--- config.mk ---
export PLATFORM = sky130hd
export DESIGN_NAME = mode_and_irq_enable_control
export DESIGN_NICKNAME = d
export VERILOG_FILES = /design/src/pkg/mode_irq_pkg.sv /design/src/hdl/antenna_select_decode.sv /design/src/hdl/mode_and_irq_enable_control.sv
export SDC_FILE = /design/constraint.sdc
export NUM_CORES = 1
export LEC_CHECK = 0
export ABC_AREA = 1
export BUFFER_PORTS_ARGS = -buffer_cell sky130_fd_sc_hd__buf_4
export CORE_UTILIZATION = 45
export CTS_CLUSTER_DIAMETER = 100
export DETAILED_ROUTE_END_ITERATION = 10
export PLACE_DENSITY = 0.83
export SYNTH_ARGS = -nofsm -noshare
export SYNTH_HDL_FRONTEND = slang
export SYNTH_SLANG_ARGS = --single-unit
--- constraint.sdc ---
create_clock -name clk_i -period 1 [get_ports clk_i]
set_input_delay 0.1 -clock clk_i [delete_from_list [all_inputs] [get_ports clk_i]]
set_output_delay 0.1 -clock clk_i [all_outputs]
set_load 0.005 [all_outputs]
--- src/pkg/mode_irq_pkg.sv ---
// Shared constants and carriers of the mode and interrupt-enable block.
// Assumes an 8-bit register port with byte-wide offsets.
`default_nettype none

package mode_irq_pkg;

    // Register offsets
    localparam logic [7:0] IE2_OFFSET   = 8'h06;
    localparam logic [7:0] MODE1_OFFSET = 8'h07;
    localparam logic [7:0] MODE2_OFFSET = 8'h08;

    // Interrupt-enable two: upper nibble read-only, lower nibble writable
    localparam int         IE2_RW_HI    = 3;
    localparam logic [3:0] IE2_RW_RESET = 4'h0;
    localparam logic [3:0] IE2_RO_VALUE = 4'hF;

    // Operating mode one fields
    localparam int         SWRES_BIT    = 7;
    localparam int         LBD_EN_BIT   = 6;
    localparam int         WUT_EN_BIT   = 5;
    localparam int         LF_SEL_BIT   = 4;
    localparam int         TX_ON_BIT    = 3;
    localparam int         RX_ON_BIT    = 2;
    localparam int         SYNTH_ON_BIT = 1;
    localparam int         XTAL_ON_BIT  = 0;
    localparam logic [7:0] MODE1_RESET  = 8'h01;

    // Operating mode two fields
    localparam int         ANT_HI_BIT   = 7;
    localparam int         ANT_LO_BIT   = 5;
    localparam int         RX_MULTI_BIT = 4;
    localparam int         AUTO_TX_BIT  = 3;
    localparam int         LOW_DUTY_BIT = 2;
    localparam int         CLR_RX_BIT   = 1;
    localparam int         CLR_TX_BIT   = 0;
    localparam logic [7:0] MODE2_RESET  = 8'h00;

    // Antenna field codes
    localparam logic [2:0] ANT_FIX_A_LOW   = 3'h0;
    localparam logic [2:0] ANT_FIX_B_LOW   = 3'h1;
    localparam logic [2:0] ANT_FIX_A_HIGH  = 3'h2;
    localparam logic [2:0] ANT_FIX_B_HIGH  = 3'h3;
    localparam logic [2:0] ANT_ALGO_LOW    = 3'h4;
    localparam logic [2:0] ANT_ALGO_HIGH   = 3'h5;
    localparam logic [2:0] ANT_BEACON_LOW  = 3'h6;
    localparam logic [2:0] ANT_BEACON_HIGH = 3'h7;

    // Interrupt events, bit 7 down to bit 0 as in the enable register
    typedef struct packed {
        logic sync_word;
        logic preamble_valid;
        logic preamble_invalid;
        logic rssi_above;
        logic wut_expired;
        logic low_battery;
        logic module_ready;
        logic power_on;
    } irq_evt_t;

    // Status from the radio datapath
    typedef struct packed {
        logic fifo_mode;
        logic rx_pkt_handling;
        logic packet_sent;
        logic valid_packet;
        logic tx_almost_full;
        logic tx_fifo_empty;
    } radio_status_t;

    // Mode controls towards the radio
    typedef struct packed {
        logic lbd_on;
        logic wut_on;
        logic lf_osc_sel;
        logic tx_on;
        logic rx_on;
        logic synth_idle_on;
        logic xtal_on;
        logic low_duty_on;
    } mode_ctrl_t;

endpackage

`default_nettype wire

--- src/hdl/antenna_select_decode.sv ---
// Combinational decode of the antenna field into two select levels.
// Assumes the caller registers the outputs.
`default_nettype none

module antenna_select_decode (
    input  wire logic [2:0] code_i,
    input  wire logic       in_rxtx_i,
    input  wire logic       algo_pick_i,
    output logic            ant1_o,
    output logic            ant2_o,
    output logic            algo_on_o,
    output logic            beacon_o
);

    always_comb begin
        ant1_o    = 1'b0;
        ant2_o    = 1'b0;
        algo_on_o = 1'b0;
        beacon_o  = 1'b0;
        case (code_i)
            mode_irq_pkg::ANT_FIX_A_LOW, mode_irq_pkg::ANT_FIX_A_HIGH: begin
                ant1_o = 1'b0;
                ant2_o = in_rxtx_i;
                if (!in_rxtx_i && code_i == mode_irq_pkg::ANT_FIX_A_HIGH) begin
                    ant1_o = 1'b1;
                    ant2_o = 1'b1;
                end
            end
            mode_irq_pkg::ANT_FIX_B_LOW, mode_irq_pkg::ANT_FIX_B_HIGH: begin
                ant1_o = in_rxtx_i;
                ant2_o = 1'b0;
                if (!in_rxtx_i && code_i == mode_irq_pkg::ANT_FIX_B_HIGH) begin
                    ant1_o = 1'b1;
                    ant2_o = 1'b1;
                end
            end
            default: begin
                // Algorithm codes: pick steers in RX/TX, code bit 0 idles
                algo_on_o = 1'b1;
                beacon_o  = code_i[1];
                if (in_rxtx_i) begin
                    ant1_o = algo_pick_i;
                    ant2_o = ~algo_pick_i;
                end else begin
                    ant1_o = code_i[0];
                    ant2_o = code_i[0];
                end
            end
        endcase
    end

endmodule

`default_nettype wire

--- src/hdl/mode_and_irq_enable_control.sv ---
// Interrupt-enable two and operating-mode one/two registers with their
// effects on the radio, the interrupt output and the antenna selects.
// Assumes a synchronous register port and radio status pulses on clk_i.
//
// The address-and-strobe port was decided locally.
`default_nettype none

module mode_and_irq_enable_control (
    input  wire logic                        clk_i,
    input  wire logic                        rst_n_i,
    input  wire logic [7:0]                  addr_i,
    input  wire logic [7:0]                  wdata_i,
    input  wire logic                        wr_i,
    input  wire logic                        rd_i,
    output logic      [7:0]                  rdata_o,
    input  wire mode_irq_pkg::irq_evt_t      evt_i,
    input  wire mode_irq_pkg::radio_status_t status_i,
    input  wire logic                        algo_pick_i,
    output logic                             irq_o,
    output mode_irq_pkg::mode_ctrl_t         ctrl_o,
    output logic                             soft_reset_o,
    output logic                             rx_fifo_clear_o,
    output logic                             tx_fifo_clear_o,
    output logic                             ant1_o,
    output logic                             ant2_o,
    output logic                             algo_on_o,
    output logic                             beacon_o
);

    function automatic logic hit(input logic [7:0] a, input logic [7:0] o);
        hit = (a == o);
    endfunction

    logic [3:0]               ie2_lo_q;
    logic [3:0]               ie2_lo_d;
    logic [7:0]               mode1_q;
    logic [7:0]               mode1_d;
    logic [7:0]               mode2_q;
    logic [7:0]               mode2_d;
    logic                     auto_tx_q;
    logic                     auto_tx_d;
    logic [7:0]               rdata_q;
    logic [7:0]               rdata_d;
    logic                     irq_q;
    logic                     irq_d;
    mode_irq_pkg::mode_ctrl_t ctrl_q;
    mode_irq_pkg::mode_ctrl_t ctrl_d;
    logic                     soft_rst_q;
    logic                     soft_rst_d;
    logic                     rx_clr_q;
    logic                     rx_clr_d;
    logic                     tx_clr_q;
    logic                     tx_clr_d;
    logic                     ant1_q;
    logic                     ant2_q;
    logic                     algo_on_q;
    logic                     beacon_q;
    logic                     ant1_c;
    logic                     ant2_c;
    logic                     algo_on_c;
    logic                     beacon_c;
    logic [7:0]               enables;
    logic [7:0]               gated_evt;
    logic                     rx_stays;

    assign enables = {mode_irq_pkg::IE2_RO_VALUE, ie2_lo_q};

    // Detector and timer events only count while those blocks run
    always_comb begin
        gated_evt = evt_i;
        gated_evt[2] = evt_i.low_battery & mode1_q[mode_irq_pkg::LBD_EN_BIT];
        gated_evt[3] = evt_i.wut_expired & mode1_q[mode_irq_pkg::WUT_EN_BIT];
    end

    assign rx_stays = mode2_q[mode_irq_pkg::RX_MULTI_BIT]
                    & status_i.fifo_mode & status_i.rx_pkt_handling;

    always_comb begin
        ie2_lo_d   = ie2_lo_q;
        mode1_d    = mode1_q;
        mode2_d    = mode2_q;
        auto_tx_d  = auto_tx_q;
        soft_rst_d = 1'b0;
        rx_clr_d   = 1'b0;
        tx_clr_d   = 1'b0;

        // Hardware clears first so a host write in the same cycle wins
        if (status_i.fifo_mode && status_i.packet_sent) begin
            mode1_d[mode_irq_pkg::TX_ON_BIT] = 1'b0;
        end
        if (status_i.valid_packet && !rx_stays) begin
            mode1_d[mode_irq_pkg::RX_ON_BIT] = 1'b0;
        end
        if (!mode2_q[mode_irq_pkg::AUTO_TX_BIT]
            || status_i.tx_fifo_empty) begin
            auto_tx_d = 1'b0;
        end else if (status_i.tx_almost_full) begin
            auto_tx_d = 1'b1;
        end

        if (wr_i) begin
            if (hit(addr_i, mode_irq_pkg::IE2_OFFSET)) begin
                ie2_lo_d = wdata_i[mode_irq_pkg::IE2_RW_HI:0];
            end else if (hit(addr_i, mode_irq_pkg::MODE1_OFFSET)) begin
                if (wdata_i[mode_irq_pkg::SWRES_BIT]) begin
                    // Reset bit is never stored, so it reads back as zero
                    ie2_lo_d   = mode_irq_pkg::IE2_RW_RESET;
                    mode1_d    = mode_irq_pkg::MODE1_RESET;
                    mode2_d    = mode_irq_pkg::MODE2_RESET;
                    auto_tx_d  = 1'b0;
                    soft_rst_d = 1'b1;
                end else begin
                    // Clearing the TX bit is how the host aborts a send, except one held by auto_tx_d
                    mode1_d = {1'b0, wdata_i[6:0]};
                end
            end else if (hit(addr_i, mode_irq_pkg::MODE2_OFFSET)) begin
                mode2_d  = wdata_i;
                // Only a 1 then 0 pair empties a FIFO
                rx_clr_d = mode2_q[mode_irq_pkg::CLR_RX_BIT]
                         & ~wdata_i[mode_irq_pkg::CLR_RX_BIT];
                tx_clr_d = mode2_q[mode_irq_pkg::CLR_TX_BIT]
                         & ~wdata_i[mode_irq_pkg::CLR_TX_BIT];
            end
        end
    end

    always_comb begin
        ctrl_d.lbd_on        = mode1_d[mode_irq_pkg::LBD_EN_BIT];
        ctrl_d.wut_on        = mode1_d[mode_irq_pkg::WUT_EN_BIT];
        ctrl_d.lf_osc_sel    = mode1_d[mode_irq_pkg::LF_SEL_BIT];
        ctrl_d.tx_on         = mode1_d[mode_irq_pkg::TX_ON_BIT]
                             | auto_tx_d;
        ctrl_d.rx_on         = mode1_d[mode_irq_pkg::RX_ON_BIT];
        ctrl_d.synth_idle_on =
            mode1_d[mode_irq_pkg::SYNTH_ON_BIT];
        ctrl_d.xtal_on       = mode1_d[mode_irq_pkg::XTAL_ON_BIT];
        ctrl_d.low_duty_on   = mode2_d[mode_irq_pkg::LOW_DUTY_BIT];
    end

    // One level for all enabled events; status bits live elsewhere
    always_comb begin
        irq_d = |(gated_evt
                  & enables);
    end

    always_comb begin
        rdata_d = 8'h00;
        if (rd_i) begin
            if (hit(addr_i, mode_irq_pkg::IE2_OFFSET)) begin
                rdata_d = enables;
            end else if (hit(addr_i, mode_irq_pkg::MODE1_OFFSET)) begin
                rdata_d = mode1_q;
            end else if (hit(addr_i, mode_irq_pkg::MODE2_OFFSET)) begin
                rdata_d = mode2_q;
            end
        end
    end

    // Pin setup for diversity is the host's job; decode trusts it
    antenna_select_decode u_ant (
        .code_i      (mode2_q[mode_irq_pkg::ANT_HI_BIT:
                              mode_irq_pkg::ANT_LO_BIT]),
        .in_rxtx_i   (ctrl_q.tx_on | ctrl_q.rx_on),
        .algo_pick_i (algo_pick_i),
        .ant1_o      (ant1_c),
        .ant2_o      (ant2_c),
        .algo_on_o   (algo_on_c),
        .beacon_o    (beacon_c)
    );

    always_ff @(posedge clk_i or negedge rst_n_i) begin
        if (!rst_n_i) begin
            ie2_lo_q   <= mode_irq_pkg::IE2_RW_RESET;
            mode1_q    <= mode_irq_pkg::MODE1_RESET;
            mode2_q    <= mode_irq_pkg::MODE2_RESET;
            auto_tx_q  <= 1'b0;
            rdata_q    <= 8'h00;
            irq_q      <= 1'b0;
            ctrl_q     <= '0;
            soft_rst_q <= 1'b0;
            rx_clr_q   <= 1'b0;
            tx_clr_q   <= 1'b0;
            ant1_q     <= 1'b0;
            ant2_q     <= 1'b0;
            algo_on_q  <= 1'b0;
            beacon_q   <= 1'b0;
        end else begin
            ie2_lo_q   <= ie2_lo_d;
            mode1_q    <= mode1_d;
            mode2_q    <= mode2_d;
            auto_tx_q  <= auto_tx_d;
            rdata_q    <= rdata_d;
            irq_q      <= irq_d;
            ctrl_q     <= ctrl_d;
            soft_rst_q <= soft_rst_d;
            rx_clr_q   <= rx_clr_d;
            tx_clr_q   <= tx_clr_d;
            ant1_q     <= ant1_c;
            ant2_q     <= ant2_c;
            algo_on_q  <= algo_on_c;
            beacon_q   <= beacon_c;
        end
    end

    assign rdata_o         = rdata_q;
    assign irq_o           = irq_q;
    assign ctrl_o          = ctrl_q;
    assign soft_reset_o    = soft_rst_q;
    assign rx_fifo_clear_o = rx_clr_q;
    assign tx_fifo_clear_o = tx_clr_q;
    assign ant1_o          = ant1_q;
    assign ant2_o          = ant2_q;
    assign algo_on_o       = algo_on_q;
    assign beacon_o        = beacon_q;

endmodule

`default_nettype wire

==> results by group, run 1 <==
Place
  – Routability cong.: 0.847
  – DP Area: 2330 um^2
  – Pre-CTS setup slack: -0.148 ns
  – Buffers on Ports: 58
  – Hpwl dp: 3120 um

Worst setup path
  – Critical path endpoint category: primary output
  – Crit path buffers/inverters: 2
  – WP data required: 0.90 ns
  – Levels on crit path: 2
  – CP Capture Point: ctrl_o[3]
  – Crit path kind: reg -> out
  – Family with the most delay on the worst path: flip-flops
  – Max incr delay on CP: 0.40 ns
  – Cell chain of the critical path: buf_6 > buf_6
  – Slowest cell on the critical path: dfrtp_1
  – Critical R2R Launch: mode1_q[2]
  – Crit path top cell by count: buf_6
  – Worst EP arrival: 0.92 ns
  – Worst Path Max Fanout: 3
  – CP startpoint: mode1_q[2]
  – Reg2reg path depth: 4
  – R2R Path End: ant2_o
  – Type of origin of the critical path: flip-flop
  – Register-to-Register Setup Slack: 0.05 ns

Timing
  – Final setup violation count: 1
  – Setup_tns: -0.0223 ns
  – Final hold slack: 0.0102 ns
  – Clock skew: 0.0103 ns
  – Final Hold Fails: 0
  – Fin crit period: 1.02 ns
  – Final worst setup slack: -0.0223 ns
  – F_max: 0.978 GHz
  – Slew margin rel.: 68.9%
  – Actual slew at the worst max-slew pin: 0.467 ns
  – RSZ-0062 raised after global routing: true
  – Max-slew violations: 0
  – Tcrit/Tclk final: 102%

Floorplanning
  – Row count: 22
  – Boundary Pins: 59
  – Die W: 65.7 um
  – Core area: 3770 um^2
  – Die Y: 65.7 um
  – Die area: 4310 um^2
  – Starting Density: 48.4%

Clock network
  – Root buffer cell: clkbuf_8
  – CTS Buf Count: 5
  – Skew-Pair Late Insertion Delay: 0.29 ns
  – Clock tree buffer depth: 2
  – CTS Sinks: 38
  – CTS clock-pin slew for the worst setup and hold paths: 0.07 ns
  – CTS tree: built
  – H-tree depth: 2

Pwr
  – Leak: 1.44 nW
  – Switching Power: 0.693 mW
  – Peak VDD IR: 577 uV
  – Net switching fraction of the power: 23.2%
  – Comb power frac: 11.5%
  – Sequential share of power: 54.4%
  – Internal power: 2.30 mW
  – Clock power frac: 34.1%
  – Power per cell area: 1200 nW/um^2

Routing
  – Residual DRC: 0
  – DR vias/cell: 4.97
  – Routed len/inst: 12.0 um
  – Detailed Route WL: 4010 um
  – Drt initial violations: 109
  – Vias: 1660
  – Antenna violation net count after detailed routing: 0
  – Detailed Routing Iterations Pass 1: 4

Cells and area
  – Nets@finish: 322
  – Synthesis-to-layout area growth: 36.6%
  – Post-route cell area: 2490 um^2
  – Share of cells above drive strength 1: 35.0%
  – Diode count: 0

Synth
  – Synth cell types: 29
  – Number of synthesized flops with an enable pin: 0
  – YS warnings: 0
  – Synthesized area: 1820 um^2
  – Sequential share of the synthesized area: 52.2%
  – Mean Syn Cell Area: 8.48 um^2
  – FFs w/ async S/R, synth: 100%
  – Predominant post-synthesis flop cell: dfrtp_1
  – Flops & latches, synth: 38
  – Cells after Synth: 215
  – Syn nets: 250

Outcome
  – Outcome: finished, violations left
  – Violated checks: setup timing

Global routing
  – First-pass GRT wire length: 6860 um
  – Largest net degree at the start of global routing: 39
  – Vias in the first global route: 1540
  – Gr ovfl total: 0
  – Initial antenna violation count: 0
  – Gr usage total: 21.5%

Job
  – Max-cap viol count: 0

Hold path
  – Min-Delay Startpoint: evt_i[6]
  – Worst hold-check path type: in -> reg
[repair_timing]
action | in CTS | in global routing
cloned | 0 | 0
gates resized for setup | 6 | 3
buffers inserted | 2 | 0
endpoints found under the setup margin | 4 | 6
endpoints found under the hold margin | 39 | 0
hold buffers | 3 | 0
[cells in the final DEF (no fill, tap or decap), drive strengths merged, types with 2 or more instances in the layout]
cell	instances
nand3	26
nor2	18
nand2	72
clkbuf	6
a31oi	3
dlygate4sd3	3
nand4	3
nor3	2
a21oi	2
o21ai	11
dfrtp	37
buf	72
inv	25
[cell type report]
class	count	area [um^2]
inverters	26	101
fillers	309	1280
clock buffers	6	82.6
multi-input cells	141	703
repair buffers	75	593
flip-flops and latches	38	952
well taps	48	60.1
[stage by stage]
| stage | cells | util [%] | total power, mW |
|---|---|---|---|
| 6_report | 334 | 66.1 | 2.99 |
| 5_1_grt | 334 | 66.1 | 3.13 |
| 4_1_cts | 334 | 65.9 | 3.01 |
| 3_5_place_dp | 323 | 61.9 | 1.98 |
| 3_3_place_gp | 323 | 61.9 | 1.98 |
| 2_1_floorplan | 215 | - | 1.78 |
[cells by family (layout without fill, tap and decap cells)]
kind of cell	count (synthesis)	after routing	share of synthesized area (%)
AOI/OAI and AO/OA	17	17	5.08
buffers and inverters	36	107	9.74
and+or+nand+nor	124	124	33.0
DFF	38	38	52.2
[worst register-to-register path, stage by stage (launching register included)]
cell     delay, ns
dfrtp_1       0.40
nor2_2        0.17
buf_4         0.14
nor2_1        0.04
o21ai_1       0.14
[sequential cells by signal, indices dropped and copies added (netlist names), 3 cells and up]
name,flops
ctrl_o,3
mode1_q,7
ie2_lo_q,4
rdata_o,8
mode2_q,7
[synth_stat cells (2+ instances only)]
cell / n / area share [%]
nor3_1: 2 / 0.55
nand2_2: 4 / 1.4
nand2_1: 64 / 13
nor2_1: 12 / 2.5
inv_1: 22 / 4.5
a21oi_1: 2 / 0.55
inv_2: 2 / 0.41
nor2_4: 2 / 1.2
o21ai_0: 4 / 1.1
a31oi_1: 3 / 1.0
buf_4: 6 / 2.5
nand4_1: 3 / 1.0
nand3_1: 25 / 6.9
o21ai_1: 7 / 1.9
nand2_4: 4 / 2.5
dfrtp_1: 37 / 51
buf_6: 2 / 1.2
nor2_2: 3 / 1.0
[worst min path at each step]
stage | cells past startpoint | slack, ns | end
2_1_floorplan | 0 | -0.20 | algo_on_o
3_3_place_gp | 1 | 0.08 | rdata_o[7]
3_5_place_dp | 1 | 0.09 | beacon_o
4_1_cts | 3 | 0.006 | irq_o
5_1_grt | 3 | 0.02 | irq_o
6_report | 3 | 0.01 | irq_o
[metal layers]
layer / global-route usage, % / share of wire, % / vias up
li1: - / - / 816
met1: 28.9 / 44 / 781
met2: 34.3 / 48 / 57
met3: 4.17 / 6.6 / 6
met4: 7.61 / 1.4 / 0
met5: 0 / 0 / -
[power groups by stage]
| stage | logic [mW] | registers, mW | clock network, mW |
|---|---|---|---|
| after detailed placement | 0.331 | 1.65 | 0 |
| final | 0.345 | 1.63 | 1.02 |
| after floorplan | 0.128 | 1.65 | 0 |
| after global routing | 0.388 | 1.63 | 1.11 |
| after global placement | 0.323 | 1.65 | 0 |
| after CTS | 0.347 | 1.63 | 1.04 |
Note: power is estimated with default switching activity, not from simulation.
==> run 2: changes to the inputs <==
--- a/config.mk
+++ b/config.mk
@@ -5,12 +5,12 @@
 export SDC_FILE = /design/constraint.sdc
 export NUM_CORES = 1
 export LEC_CHECK = 0
-export ABC_AREA = 1
+export ABC_AREA = 0
 export BUFFER_PORTS_ARGS = -buffer_cell sky130_fd_sc_hd__buf_4
-export CORE_UTILIZATION = 45
+export CORE_UTILIZATION = 30
 export CTS_CLUSTER_DIAMETER = 100
 export DETAILED_ROUTE_END_ITERATION = 10
-export PLACE_DENSITY = 0.83
+export PLACE_DENSITY = 0.62
 export SYNTH_ARGS = -nofsm -noshare
 export SYNTH_HDL_FRONTEND = slang
 export SYNTH_SLANG_ARGS = --single-unit
==> results by group, run 2 <==
Pwr
  – Power per cell area: 1130 nW/um^2 (-6.3%)
  – Net switching fraction of the power: 24.0% (+0.80 points)
  – Internal power: 2.31 mW (+0.44%)
  – Leak: 1.30 nW (-9.3%)
  – Clock power frac: 33.3% (-0.8 points)
  – Comb power frac: 13.1% (+1.6 points)
  – Peak VDD IR: 504 uV (-13%)
  – Switching Power: 0.728 mW (+5.0%)
  – Sequential share of power: 53.5% (-0.9 points)

Routing
  – Routed len/inst: 14.4 um (+20%)
  – Residual DRC: 0 (unchanged)
  – Drt initial violations: 39 (-64%)
  – DR vias/cell: 4.86 (-2.2%)
  – Antenna violation net count after detailed routing: 0 (unchanged)
  – Detailed Routing Iterations Pass 1: 4 (unchanged)
  – Detailed Route WL: 4620 um (+15%)
  – Vias: 1556 (-6.3%)

Cells and area
  – # fillers: 533 (+72%)
  – Commonest non-fill, non-tap cell in the layout: buf_4
  – Most frequent cells in the layout: buf_4 (79), dfrtp_1 (36), nand2_1 (18)
  – Post-layout util: 48.7% (-17 points)
  – Nets@finish: 282 (-12%)
  – Synthesis-to-layout area growth: 55.4%
  – Share of cells above drive strength 1: 51.2% (+16 points)
  – Diode count: 0 (unchanged)
  – Max reg flops: 8 (unchanged)

Timing
  – RSZ-0062 raised after global routing: true
  – Final hold slack: 0.0305 ns (+0.0203 ns)
  – F_max: 0.933 GHz (-4.6%)
  – Slew margin rel.: 67.7% (-1.1 points)
  – Tcrit/Tclk final: 107% (+4.9 points)
  – Final setup violation count: 15 (+14)
  – Clock skew: 0.00484 ns (-0.00544 ns)
  – Final Hold Fails: 0 (unchanged)
  – Max-slew violations: 0 (unchanged)
  – Actual slew at the worst max-slew pin: 0.484 ns (+0.0166 ns)
  – Final worst setup slack: -0.0715 ns (-0.0492 ns)
  – Fin crit period: 1.07 ns (+0.0492 ns)

Floorplanning
  – Die area: 6100 um^2 (+41%)
  – Boundary Pins: 59 (unchanged)
  – Die W: 78.1 um (+19%)
  – Row count: 27 (+23%)
  – Die Y: 78.1 um (+19%)
  – Core area: 5540 um^2 (+47%)
  – Starting Density: 31.3% (-17 points)

Place
  – Routability cong.: 0.823 (-2.9%)
  – Pre-CTS setup slack: -0.380 ns (-0.232 ns)
  – Buffers on Ports: 58 (unchanged)
  – Hpwl dp: 3340 um (+7.2%)

Clock network
  – CTS clock-pin slew for the worst setup and hold paths: 0.07 ns (about the same)
  – CTS tree: built
  – Skew-Pair Late Insertion Delay: 0.29 ns (about the same)
  – Root buffer cell: clkbuf_8
  – Clock tree buffer depth: 2 (unchanged)
  – CTS Sinks: 38 (unchanged)
  – CTS Buf Count: 5 (unchanged)
  – H-tree depth: 2 (unchanged)

Worst setup path
  – CP startpoint: mode1_q[2]
  – Critical path endpoint category: flip-flop
  – WP data required: 1.17 ns (+0.27 ns)
  – Critical R2R Launch: mode1_q[2]
  – Slowest cell on the critical path: dfrtp_1
  – Crit path kind: reg -> reg
  – Cell chain of the critical path: or2_4 > xor2_1 > nand2_1 > o311ai_1
  – Worst Path Max Fanout: 6 (+3)
  – Worst EP arrival: 1.24 ns (+0.32 ns)
  – Type of origin of the critical path: flip-flop
  – Max incr delay on CP: 0.38 ns (-0.02 ns)

Synth
  – Predominant post-synthesis flop cell: dfrtp_1
  – Synthesized area: 1740 um^2 (-4.8%)
  – Flops & latches, synth: 38 (unchanged)
  – FFs w/ async S/R, synth: 100% (unchanged)
  – Number of synthesized flops with an enable pin: 0 (unchanged)
  – Synth area leaders: dfrtp_1 (53%), a22o_1 (6.6%), nand2_1 (4.3%), nand3_1 (2.6%), buf_4 (2.6%)
  – Top-count cell post-synth: dfrtp_1
  – Synth cell types: 41 (+41%)
  – Syn nets: 193 (-23%)
  – Most common library cells after synthesis: dfrtp_1 (37), nand2_1 (20), a22o_1 (13), nand3_1 (9), nor2_1 (8)
  – Cells after Synth: 158 (-27%)
  – Sequential share of the synthesized area: 54.8% (+2.6 points)
  – Mean Syn Cell Area: 11.0 um^2 (+30%)
  – Yosys top cell area share: 53.3% (+2.6 points)
  – YS warnings: 0 (unchanged)
  – Post-synth top area cell: dfrtp_1

Outcome
  – Violated checks: setup timing
  – Outcome: finished, violations left

Global routing
  – First-pass GRT wire length: 7280 um (+6.1%)
  – Largest net degree at the start of global routing: 39 (unchanged)
  – Vias in the first global route: 1474 (-4.3%)
  – Initial antenna violation count: 0 (unchanged)
  – Gr ovfl total: 0 (unchanged)
  – Gr usage total: 16.2% (-5.3 points)

Hold path
  – Worst hold-check path type: in -> reg
  – Min-Delay Startpoint: evt_i[1]

Job
  – Max-cap viol count: 0 (unchanged)
[run 2: changes by cell type after synthesis, sizes merged, moves of 4 or more]
cell,previous run,this run
nand2,72,20
inv,25,4
nand3,26,9
a22o,0,13
nor2,18,8
nor2b,0,5
o21ai,11,7
[run 2: path summary, 6_finish.rpt]
path | to | slack, ns | cells after the start
max | ant1_o | -0.07 | 4
min | irq_o | 0.03 | 3
min reg2reg | mode1_q[0] | 0.49 | 2
max in group asynchronous | mode1_q[0] | 0.33 | 2
min in group asynchronous | ant1_o | 0.31 | 2
max reg2reg | ant1_o | -0.07 | 4
[run 2: cell families after synthesis]
family	synth area share, %
muxes	2.38
xor gates and xnor gates	0.504
AOI/OAI and AO/OA	17.1
and+or+nand+nor	20.0
buffers and inverters	5.26
DFF	54.8
[run 2: power groups by stage]
stage | Clock [mW] | Sequential (mW) | Combinational, mW
floorplan | 0 | 1.64 | 0.130
global placement | 0 | 1.65 | 0.359
detailed placement | 0 | 1.65 | 0.363
CTS | 1.03 | 1.62 | 0.391
global route | 1.11 | 1.63 | 0.435
finish | 1.01 | 1.63 | 0.399
[run 2: area by class of cell]
| class | count | area, um^2 | share of cell area [%] |
|---|---|---|---|
| clock buffers | 8 | 80.1 | 2.97 |
| inverters | 4 | 15.0 | 0.556 |
| well taps | 72 | 90.1 | 3.34 |
| flip-flops and latches | 38 | 953 | 35.3 |
| multi-input cells | 104 | 792 | 29.3 |
| repair buffers | 94 | 768 | 28.5 |
[run 2: through the flow]
step           cells  power (mW)  instance area [um^2]  TNS [ns]
4_1_cts          319        3.04                  2630    -0.363
5_1_grt          320        3.18                  2700     -1.30
2_1_floorplan    158        1.77                  1800     -5.60
3_3_place_gp     301        2.01                  2420     -9.23
3_5_place_dp     301        2.02                  2420     -9.78
6_report         320        3.04                  2700    -0.406
[run 2: what timing repair did]
item / 4_1_cts / 5_1_grt
cloned: 0 / 0
setup buffers: 8 / 1
pin swaps: 7 / 7
endpoints found under the setup margin: 24 / 29
resized for setup: 14 / 16
endpoints found under the hold margin: 38 / 0
hold buffers: 2 / 0
[run 2: critical path, delay by kind of cell, from the launching register on]
kind                      cells  cell delay (ns)
DFF                           1             0.38
and+or+nand+nor               2             0.34
xor gates and xnor gates      1             0.14
AOI/OAI and AO/OA             1             0.09
[run 2: metal layers]
layer	track usage [%]	up-vias	wire length, um
li1	-	745	-
met1	20.0	761	2010
met3	4.53	10	202
met4	7.59	0	95
met5	0	-	0
met2	26.0	40	2300
